==> src/qbio_defs.vh <==
`ifndef QBIO_DEFS_VH
`define QBIO_DEFS_VH
`define QBIO_WIDTH 8
`define QBIO_FADDR_W 5
`define QBIO_THIRD_PORT_FILE_REG 5'h07
`define QBIO_LATCH_RESET 8'hff
`define QBIO_RD_RESET 8'h00
`define QBIO_OP_W 3
`define QBIO_OP_NONE 3'h0
`define QBIO_OP_WRITE 3'h1
`define QBIO_OP_READ 3'h2
`define QBIO_OP_BIT_SET 3'h3
`define QBIO_OP_BIT_CLEAR 3'h4
`define QBIO_OP_RMW 3'h5
`endif

==> src/qbio_bit.v <==
`timescale 1ns/1ps
// ****************************************
// one quasi-bidirectional pin cell
// ****************************************
module qbio_bit (
   clk_sys,
   sys_rst,
   latch_load,
   latch_d,
   pin_in,
   latch_q,
   pin_sync,
   pin_out,
   pin_oe
);
   input wire clk_sys;
   input wire sys_rst;
   input wire latch_load;
   input wire latch_d;
   input wire pin_in;
   output wire latch_q;
   output wire pin_sync;
   output wire pin_out;
   output wire pin_oe;

   parameter [0:0] LATCH_INIT = 1'b1;

   reg latch_reg;
   reg meta_reg;
   reg sync_reg;

   // latch holds until the next load
   always @(posedge clk_sys or posedge sys_rst) begin
      if (sys_rst) begin
         latch_reg <= LATCH_INIT;
      end else if (latch_load) begin
         latch_reg <= latch_d;
      end
   end

   // pin is asynchronous to the core clock
   always @(posedge clk_sys or posedge sys_rst) begin
      if (sys_rst) begin
         meta_reg <= 1'b1;
         sync_reg <= 1'b1;
      end else begin
         meta_reg <= pin_in;
         sync_reg <= meta_reg;
      end
   end

   // strong drive only for a low; a high is left to the pull-up
   assign pin_out = 1'b0;
   assign pin_oe = ~latch_reg;
   assign latch_q = latch_reg;
   assign pin_sync = sync_reg;
endmodule

==> src/qbio_port.v <==
`timescale 1ns/1ps
`include "qbio_defs.vh"
module qbio_port (
   clk_sys,
   sys_rst,
   master_clear_n,
   file_op,
   file_addr,
   bit_sel,
   wr_data,
   op_valid,
   op_ready,
   rd_data,
   rd_valid,
   latch_state,
   pin_in,
   pin_out,
   pin_oe
);
   input wire clk_sys;
   input wire sys_rst;
   input wire master_clear_n;
   input wire [`QBIO_OP_W-1:0] file_op;
   input wire [`QBIO_FADDR_W-1:0] file_addr;
   input wire [2:0] bit_sel;
   input wire [`QBIO_WIDTH-1:0] wr_data;
   input wire op_valid;
   output wire op_ready;
   output wire [`QBIO_WIDTH-1:0] rd_data;
   output wire rd_valid;
   output wire [`QBIO_WIDTH-1:0] latch_state;
   input wire [`QBIO_WIDTH-1:0] pin_in;
   output wire [`QBIO_WIDTH-1:0] pin_out;
   output wire [`QBIO_WIDTH-1:0] pin_oe;

   // ****************************************
   // master clear synchroniser
   // ****************************************
   reg clr_meta_reg;
   reg clr_sync_reg;
   wire port_rst;

   // the port starts held and is let go only once the pin is seen high
   always @(posedge clk_sys or posedge sys_rst) begin
      if (sys_rst) begin
         clr_meta_reg <= 1'b0;
         clr_sync_reg <= 1'b0;
      end else begin
         clr_meta_reg <= master_clear_n;
         clr_sync_reg <= clr_meta_reg;
      end
   end

   // reset deasserts synchronously; stays asserted while the pin is low
   assign port_rst = sys_rst | ~clr_sync_reg;

   // ****************************************
   // address match
   // ****************************************
   wire hit;
   wire take_op;

   assign hit = op_valid & (file_addr == `QBIO_THIRD_PORT_FILE_REG);
   // one operation per clock, stalled only while the port is held in reset
   assign op_ready = ~port_rst;
   assign take_op = hit & op_ready;

   // ****************************************
   // operation decode
   // ****************************************
   reg do_write;
   reg do_bit_set;
   reg do_bit_clear;
   reg do_rmw;
   wire load;

   always @* begin
      do_write = 1'b0;
      do_bit_set = 1'b0;
      do_bit_clear = 1'b0;
      do_rmw = 1'b0;
      case (file_op)
         `QBIO_OP_WRITE: begin
            do_write = take_op;
         end
         `QBIO_OP_BIT_SET: begin
            do_bit_set = take_op;
         end
         `QBIO_OP_BIT_CLEAR: begin
            do_bit_clear = take_op;
         end
         `QBIO_OP_RMW: begin
            do_rmw = take_op;
         end
         // a read or an empty op only answers
         `QBIO_OP_NONE, `QBIO_OP_READ: begin
            do_write = 1'b0;
         end
         default: begin
            do_write = 1'b0;
         end
      endcase
   end

   assign load = do_write | do_bit_set | do_bit_clear | do_rmw;

   // ****************************************
   // bit select decode
   // ****************************************
   reg [`QBIO_WIDTH-1:0] bit_mask;

   always @* begin
      case (bit_sel)
         3'h0: begin
            bit_mask = 8'h01;
         end
         3'h1: begin
            bit_mask = 8'h02;
         end
         3'h2: begin
            bit_mask = 8'h04;
         end
         3'h3: begin
            bit_mask = 8'h08;
         end
         3'h4: begin
            bit_mask = 8'h10;
         end
         3'h5: begin
            bit_mask = 8'h20;
         end
         3'h6: begin
            bit_mask = 8'h40;
         end
         3'h7: begin
            bit_mask = 8'h80;
         end
         default: begin
            bit_mask = 8'h00;
         end
      endcase
   end

   // ****************************************
   // write-back value
   // ****************************************
   wire [`QBIO_WIDTH-1:0] pin_sync;
   wire [`QBIO_WIDTH-1:0] set_val;
   wire [`QBIO_WIDTH-1:0] clear_val;
   reg [`QBIO_WIDTH-1:0] new_val;

   // both bit ops start from the pins, so an input held low is relatched low
   assign set_val = pin_sync | bit_mask;
   assign clear_val = pin_sync & ~bit_mask;

   // bit ops and rmw take the sampled pins, not the latch contents; a write takes wr_data
   always @* begin
      new_val = pin_sync;
      if (do_write) begin
         new_val = wr_data;
      end else if (do_bit_set) begin
         new_val = set_val;
      end else if (do_bit_clear) begin
         new_val = clear_val;
      end else if (do_rmw) begin
         new_val = pin_sync;
      end
   end

   // ****************************************
   // read path
   // ****************************************
   reg [`QBIO_WIDTH-1:0] rd_data_reg;
   reg [`QBIO_WIDTH-1:0] rd_data_next;
   reg rd_valid_reg;
   reg rd_valid_next;

   // inputs are captured on each accepted op: the read shows the pins as sampled then, held until the next op
   always @* begin
      rd_valid_next = take_op;
      rd_data_next = rd_data_reg;
      if (take_op) begin
         rd_data_next = pin_sync;
      end
   end

   always @(posedge clk_sys or posedge sys_rst) begin
      if (sys_rst) begin
         rd_data_reg <= `QBIO_RD_RESET;
         rd_valid_reg <= 1'b0;
      end else begin
         rd_data_reg <= rd_data_next;
         rd_valid_reg <= rd_valid_next;
      end
   end

   assign rd_data = rd_data_reg;
   assign rd_valid = rd_valid_reg;

   // ****************************************
   // pin cells
   // ****************************************
   localparam [`QBIO_WIDTH-1:0] LATCH_INIT_ALL = `QBIO_LATCH_RESET;

   genvar i;
   generate
      for (i = 0; i < `QBIO_WIDTH; i = i + 1) begin : g_bit
         qbio_bit #(
            .LATCH_INIT(LATCH_INIT_ALL[i])
         ) u_bit (
            .clk_sys(clk_sys),
            .sys_rst(port_rst),
            .latch_load(load),
            .latch_d(new_val[i]),
            .pin_in(pin_in[i]),
            .latch_q(latch_state[i]),
            .pin_sync(pin_sync[i]),
            .pin_out(pin_out[i]),
            .pin_oe(pin_oe[i])
         );
      end
   endgenerate
endmodule

==> config.mk <==
export PLATFORM = sky130hd
export DESIGN_NAME = qbio_port
export DESIGN_NICKNAME = d
export VERILOG_FILES = /design/src/qbio_bit.v /design/src/qbio_port.v
export VERILOG_INCLUDE_DIRS = /design/src /design/src/src
export SDC_FILE = /design/constraint.sdc
export NUM_CORES = 1
export LEC_CHECK = 0
export BUFFER_PORTS_ARGS = -buffer_cell sky130_fd_sc_hd__buf_2
export CAP_MARGIN = 0
export CORE_AREA = 2 2 80 82
export DETAILED_ROUTE_END_ITERATION = 16
export DIE_AREA = 0 0 82 84
export PLACE_DENSITY_LB_ADDON = 0.05
export REMOVE_ABC_BUFFERS = 1
export SLEW_MARGIN = 20
export SYNTH_ARGS = -nofsm -noshare
export SYNTH_HDL_FRONTEND = slang
export SYNTH_SLANG_ARGS = --single-unit
==> constraint.sdc <==
create_clock -name clk_sys -period 1.7 [get_ports clk_sys]
set_input_delay 0.17 -clock clk_sys [delete_from_list [all_inputs] [get_ports clk_sys]]
set_output_delay 0.17 -clock clk_sys [all_outputs]
set_load 0.02 [all_outputs]
Word-level counts from Yosys, hierarchy flattened
Memory sizes are Yosys's and may differ from the RTL's.
Index checks and enable logic that the tools add are counted.
Word-level totals
  input bits: 31
  memories: 1
  latch bits: 0
  flip-flop bits (word level): 35
  output and inout port bits: 34
  ROM bits: 64
  memory bits (writable): 0
Memory list
  (no name shown): words 8, bits a word 8, rd ports 1, clocked after Yosys merged registers in 0, write ports 0, line qbio_port.v:113  | case (bit_sel)
Operators by class
  order comparisons: 0
  eq/ne operators: 5
  reduce and logical (&&, ||, !) cells: 0
  add/sub/neg operators: 0
  shift operators: 0
  muxes and demuxes: 7
  div/mod/pow operators: 0
  multiply operators: 0
  bitwise operators: 19
Operator list (number)
  8-bit 2-to-1 mux: 3
  1-bit inverter: 10
  8-bit AND: 1
  8-bit inverter: 1
  8-bit bitwise OR: 1
  3-bit equality test, second input constant: 2
  5-bit by 3-bit equality test with 1-bit output, second input constant: 1
  1-bit 2-to-1 mux: 4
  1-bit bitwise OR: 4
  3-bit by 1-bit equality test with 1-bit output, second input constant: 1
  3-bit by 2-bit equality test with 1-bit output, second input constant: 1
  1-bit AND: 2

Logic depth before layout (Yosys ltp)
  word-level depth: 8
  mapped depth: 6

Modules after synthesis
A second synthesis with hierarchy kept.
Unflattened totals
  cell total of the unflattened synthesis: 161
  area, all modules: 1650.3 µm²
By module, submodules not included
  qbio_bit: instances 8, area an instance 112.6 µm², cells each 8
  qbio_port: instances 1, area an instance 749.5 µm², cells each 97

Worst setup path after synthesis
Ideal clock, no wire load.
  kind: register to register
  from: register clr_sync_reg
  to: register rd_data_reg[0] (netlist: rd_data[0])
  stages on the path, launching flop included: 5
  data required time: 1.575 ns
  library setup time: 0.125 ns
  setup slack: 0.397 ns
  arrival time: 1.178 ns
  path buffers: 1
  period minus slack after synthesis: 1.303 ns
  cell sequence: dfrtp_1 > and4b_1 > buf_6 > nand2_2 > mux2_2
On the way
  word-level cells in the longest chain between the ends: 4
Ends and longest elaborated chain
  from (decl): line qbio_port.v:40  | reg clr_sync_reg;
  from (signal assigned): line qbio_port.v:50  | clr_sync_reg <= clr_meta_reg;
  1-bit inverter: line qbio_port.v:55  | assign port_rst = sys_rst | ~clr_sync_reg;
  1-bit bitwise OR: line qbio_port.v:55
  1-bit inverter: line qbio_port.v:65  | assign op_ready = ~port_rst;
  1-bit AND: line qbio_port.v:66  | assign take_op = hit & op_ready;
  to (signal assigned): line qbio_port.v:189  | rd_data_reg <= `QBIO_RD_RESET;
  to (signal assigned): line qbio_port.v:192  | rd_data_reg <= rd_data_next;
  to (decl): line qbio_port.v:173  | reg [`QBIO_WIDTH-1:0] rd_data_reg;
No other way between the ends.
A chain may end at the register's enable or synchronous reset.

Worst setup path in the final report
  from: register clr_sync_reg
  to: register g_bit[1].u_bit.latch_reg
On the way
  word-level cells in the longest chain between the ends: 8
  elaborated cells between the ends (all ways): 14
  those cells by class: mux (7); bitwise (7)
Ends and longest elaborated chain
  1-bit inverter *: line qbio_port.v:55
  1-bit bitwise OR *: line qbio_port.v:55
  1-bit inverter *: line qbio_port.v:65
  1-bit AND *: line qbio_port.v:66
  1-bit 2-to-1 mux: line qbio_port.v:82  | case (file_op)
  8-bit 2-to-1 mux / 1-bit bitwise OR (equally long branches): line qbio_port.v:163, qbio_port.v:105
  8-bit 2-to-1 mux / 1-bit bitwise OR (equally long branches): line qbio_port.v:161, qbio_port.v:105
  8-bit 2-to-1 mux / 1-bit bitwise OR (equally long branches): line qbio_port.v:159, qbio_port.v:105
  to (signal assigned): line qbio_bit.v:37  | latch_reg <= latch_d;
  to (decl): line qbio_bit.v:28  | reg latch_reg;
Every way passes the cells marked *; elsewhere a longest branch is shown, timed or not.

==> reports/qor.csv <==
stage,metric,value,unit
clocking,number of resized instances in the post-cts repair step,0,
final_layout,layout cells sized above 1,50.98,%
global_route,Top Usage Layer GRT,met2,
logic_synthesis,sequential area share after synthesis,52.16,%
final_layout,Syn-to-layout area delta,21.83,%
global_route,via count of the first global-routing pass,1131,
final_layout,filler cell count,634,
logic_synthesis,Post-Syn Area per Cell,11.58,um2
timing,Hold Fails Final Rpt,0,
final_layout,Post-Route Utilization,34.71,%
global_route,initial antenna violation count,0,
pwr,Final Power,1.711,mW
clocking,Post-CTS Setup Inserts,0,
logic_synthesis,Yosys reg bits,35,
worst_setup_path,data required time at the worst endpoint,1.88,ns
global_route,wire length of the first global-routing pass,5706,um
detailed_routing,total routed wirelength,3588,um
timing,max-slew violation count,0,
run,max-capacitance violation count,0,
clocking,Clock transition at path regs,0.07,ns
timing,number of setup violations in the final report,0,
clocking,latest clock arrival within the worst-skew pair,0.28,ns
clocking,CTS Hold Bufs,10,
placed_design,Final GP Congestion,0.7769,
clocking,cell at the root of the clock tree,sky130_fd_sc_hd__clkbuf_8,
min_path,critical hold path startpoint,wr_data[0],
floorplan,width of the chip,82,um
detailed_routing,overall via count from detail_route,1216,
worst_setup_path,crit start category,flop,
timing,Max Clock Skew,0.005776,ns
timing,part of the cycle the worst path needs,88.47,%
placed_design,IO buf count,56,
placed_design,number of cells in the design after placement,264,
timing,setup repair after global routing missed its margin,no,
clocking,sinks on the clock net,35,
floorplan,chip height,84,um
clocking,Clock H-tree levels,2,
pwr,pwr dens,808.8,mW/mm2
detailed_routing,DRT iter0 DRCs,45,
logic_synthesis,top cell type's share of synthesized area,36.31,%
logic_synthesis,Yosys cell types,29,
detailed_routing,number of nets with antenna violations after routing,0,
pwr,fraction of power spent switching nets,24.75,%
global_route,aggregate global routing overflow,0,
global_route,global routing met2 resource utilization,15.96,%
final_layout,net total in the final layout,235,
floorplan,placeable core area,0.006096,mm2
pwr,static leakage,1.004,nW
detailed_routing,DR DRC count,0,
clocking,total clock buffers created by CTS,5,
logic_synthesis,cell count after synthesis,150,
logic_synthesis,synthesized cell area,0.001737,mm2
min_path,path type of the worst min-delay path,in -> reg,
global_route,maximum number of pins on one net before global-route repair,25,
detailed_routing,First-pass DRT Iterations,4,
timing,sum of negative setup slack,0,ns
global_route,Overall Global Routing Usage,11.05,%
detailed_routing,mean number of vias per cell,4.327,
logic_synthesis,Synth area leaders,"sky130_fd_sc_hd__dfstp_2, sky130_fd_sc_hd__dfrtp_1, sky130_fd_sc_hd__buf_4",
clocking,CTS tree,done,
floorplan,row count,29,
floorplan,DIE AREA,0.006888,mm2
placed_design,hpwl dp,2734,um
worst_setup_path,CP Capture Type,flop,
global_route,met3 global-route usage,3.680,%
final_layout,post-route insts no fill,281,
timing,upper clock frequency limit,664.9,MHz
final_layout,final antenna diode count,0,
clocking,maximum number of buffers from clock root to sink,2,
pwr,Int Pwr,1.288,mW
floorplan,count of pins on the block boundary,65,
global_route,GR Layer Usage met1,15.61,%
worst_setup_path,crit path kind,reg -> reg,
worst_setup_path,endpoint arrival time on the critical path,1.69,ns
pwr,proportion of power drawn by flip-flops and latches,53.9,%
logic_synthesis,Synth area leader,sky130_fd_sc_hd__dfstp_2,
pwr,part of the power in the clock network,31.5,%
worst_setup_path,CP Max Fanout,8,
worst_setup_path,worst reg2reg startpoint,clr_sync_reg,
outcome,status,"finished, final reports clean",
timing,Period minus WS final,1.504,ns
pwr,worst vdd rail ir drop,0.0003321,V
detailed_routing,routed length per placed instance,12.77,um
worst_setup_path,launching element of the worst setup path,clr_sync_reg,
pwr,Net Switching,423.5,uW
pwr,combinational cell fraction of total power,14.6,%
logic_synthesis,warning count from the yosys run,0,
floorplan,initial cell density of the core,28.49,%
-- worst paths after layout --
check	endpoint	slack, ns	depth (start not counted)
setup / recovery	g_bit[1].u_bit.latch_q	0.20	4
hold / removal	g_bit[0].u_bit.latch_q	0.15	3
setup reg to reg	g_bit[1].u_bit.latch_q	0.20	4
hold reg to reg	g_bit[2].u_bit.pin_sync	0.36	0
max in group asynchronous	rd_data[6]	0.92	3
min in group asynchronous	g_bit[2].u_bit.pin_sync	0.39	3
-- worst max-delay path, stage by stage, from the launching register on --
cell,delay [ns]
sky130_fd_sc_hd__dfrtp_1,0.34
sky130_fd_sc_hd__and4b_1,0.28
sky130_fd_sc_hd__and3_1,0.37
sky130_fd_sc_hd__a22oi_1,0.16
sky130_fd_sc_hd__o31ai_1,0.26
-- per-stage QoR --
step / instance area, um2 / hold WS, ns / setup slack (ns)
floorplan: 1533 / 0.02244 / 0.2327
global placement: 1939 / 0.2214 / 0.2302
detailed placement: 1939 / 0.2362 / 0.2034
CTS: 2116 / 0.1401 / 0.1829
global route: 2116 / 0.1323 / 0.07860
finish: 2116 / 0.1466 / 0.1961
-- power by group through the flow --
stage | Sequential [mW] | Clock [mW] | Combinational (mW)
CTS | 0.923 | 0.574 | 0.253
finish | 0.922 | 0.539 | 0.250
detailed placement | 0.936 | 0 | 0.236
global route | 0.929 | 0.620 | 0.276
floorplan | 0.960 | 0 | 0.106
global placement | 0.934 | 0 | 0.234
-- final cells by class --
| type | count | area, um2 | share of cell area, % |
|---|---|---|---|
| sequential | 35 | 905.9 | 42.81 |
| multi-input combinational | 82 | 589.3 | 27.85 |
| timing repair buffer | 70 | 410.4 | 19.40 |
| tap | 77 | 96.34 | 4.554 |
| clock buffer | 7 | 76.32 | 3.607 |
| inverter | 10 | 37.54 | 1.774 |
-- routing by layer --
layer | wire length, um | part of all wire (%)
met4 | 36 | 1.0
met2 | 1527 | 43
met1 | 1683 | 47
met5 | 0 | 0
met3 | 340 | 9.5
-- kinds of logic (layout without fill, tap and decap cells) --
kind of cell / Yosys count / in the layout / synth area share, %
simple gates: 49 / 49 / 18.01
buf+inv: 40 / 87 / 15.42
flops: 35 / 35 / 52.16
compound gates: 17 / 17 / 9.005
mux: 8 / 8 / 5.188
other cells: 1 / 8 / 0.2159
-- synth_stat cells, drive strengths merged --
library cell	instances
and4b	1
nand2b	2
or2b	7
nor2	8
and3b	3
o31ai	8
and3	2
inv	10
nor3	1
nand2	9
dfstp	24
o211ai	1
buf	29
nor3b	4
mux2	8
a22oi	8
and2b	3
nand4	8
conb	1
and4bb	1
clkbuf	1
dfrtp	11
-- layout by cell type (no fill, tap or decap) --
| cell | netlist | routed |
|---|---|---|
| sky130_fd_sc_hd__a22oi_1 | 7 | 7 |
| sky130_fd_sc_hd__a22oi_2 | 1 | 1 |
| sky130_fd_sc_hd__and2b_1 | 2 | 2 |
| sky130_fd_sc_hd__and2b_2 | 1 | 1 |
| sky130_fd_sc_hd__and3_1 | 2 | 2 |
| sky130_fd_sc_hd__and3b_1 | 3 | 3 |
| sky130_fd_sc_hd__and4b_1 | 1 | 1 |
| sky130_fd_sc_hd__and4bb_1 | 1 | 1 |
| sky130_fd_sc_hd__buf_2 | 0 | 56 |
| sky130_fd_sc_hd__buf_4 | 25 | 4 |
| sky130_fd_sc_hd__clkbuf_1 | 0 | 2 |
| sky130_fd_sc_hd__clkbuf_8 | 0 | 5 |
| sky130_fd_sc_hd__conb_1 | 1 | 8 |
| sky130_fd_sc_hd__dfrtp_1 | 11 | 11 |
| sky130_fd_sc_hd__dfstp_2 | 24 | 24 |
| sky130_fd_sc_hd__dlygate4sd3_1 | 0 | 10 |
| sky130_fd_sc_hd__inv_1 | 10 | 10 |
| sky130_fd_sc_hd__mux2_2 | 8 | 8 |
| sky130_fd_sc_hd__nand2_1 | 8 | 8 |
| sky130_fd_sc_hd__nand2_2 | 1 | 1 |
| sky130_fd_sc_hd__nand2b_1 | 2 | 2 |
| sky130_fd_sc_hd__nand4_1 | 8 | 8 |
| sky130_fd_sc_hd__nor2_1 | 8 | 8 |
| sky130_fd_sc_hd__nor3_1 | 1 | 1 |
| sky130_fd_sc_hd__nor3b_1 | 3 | 3 |
| sky130_fd_sc_hd__nor3b_4 | 1 | 1 |
| sky130_fd_sc_hd__o211ai_4 | 1 | 1 |
| sky130_fd_sc_hd__o31ai_1 | 6 | 6 |
| sky130_fd_sc_hd__o31ai_2 | 2 | 2 |
| sky130_fd_sc_hd__or2b_1 | 7 | 7 |
Note: power is estimated with default switching activity, not from simulation.
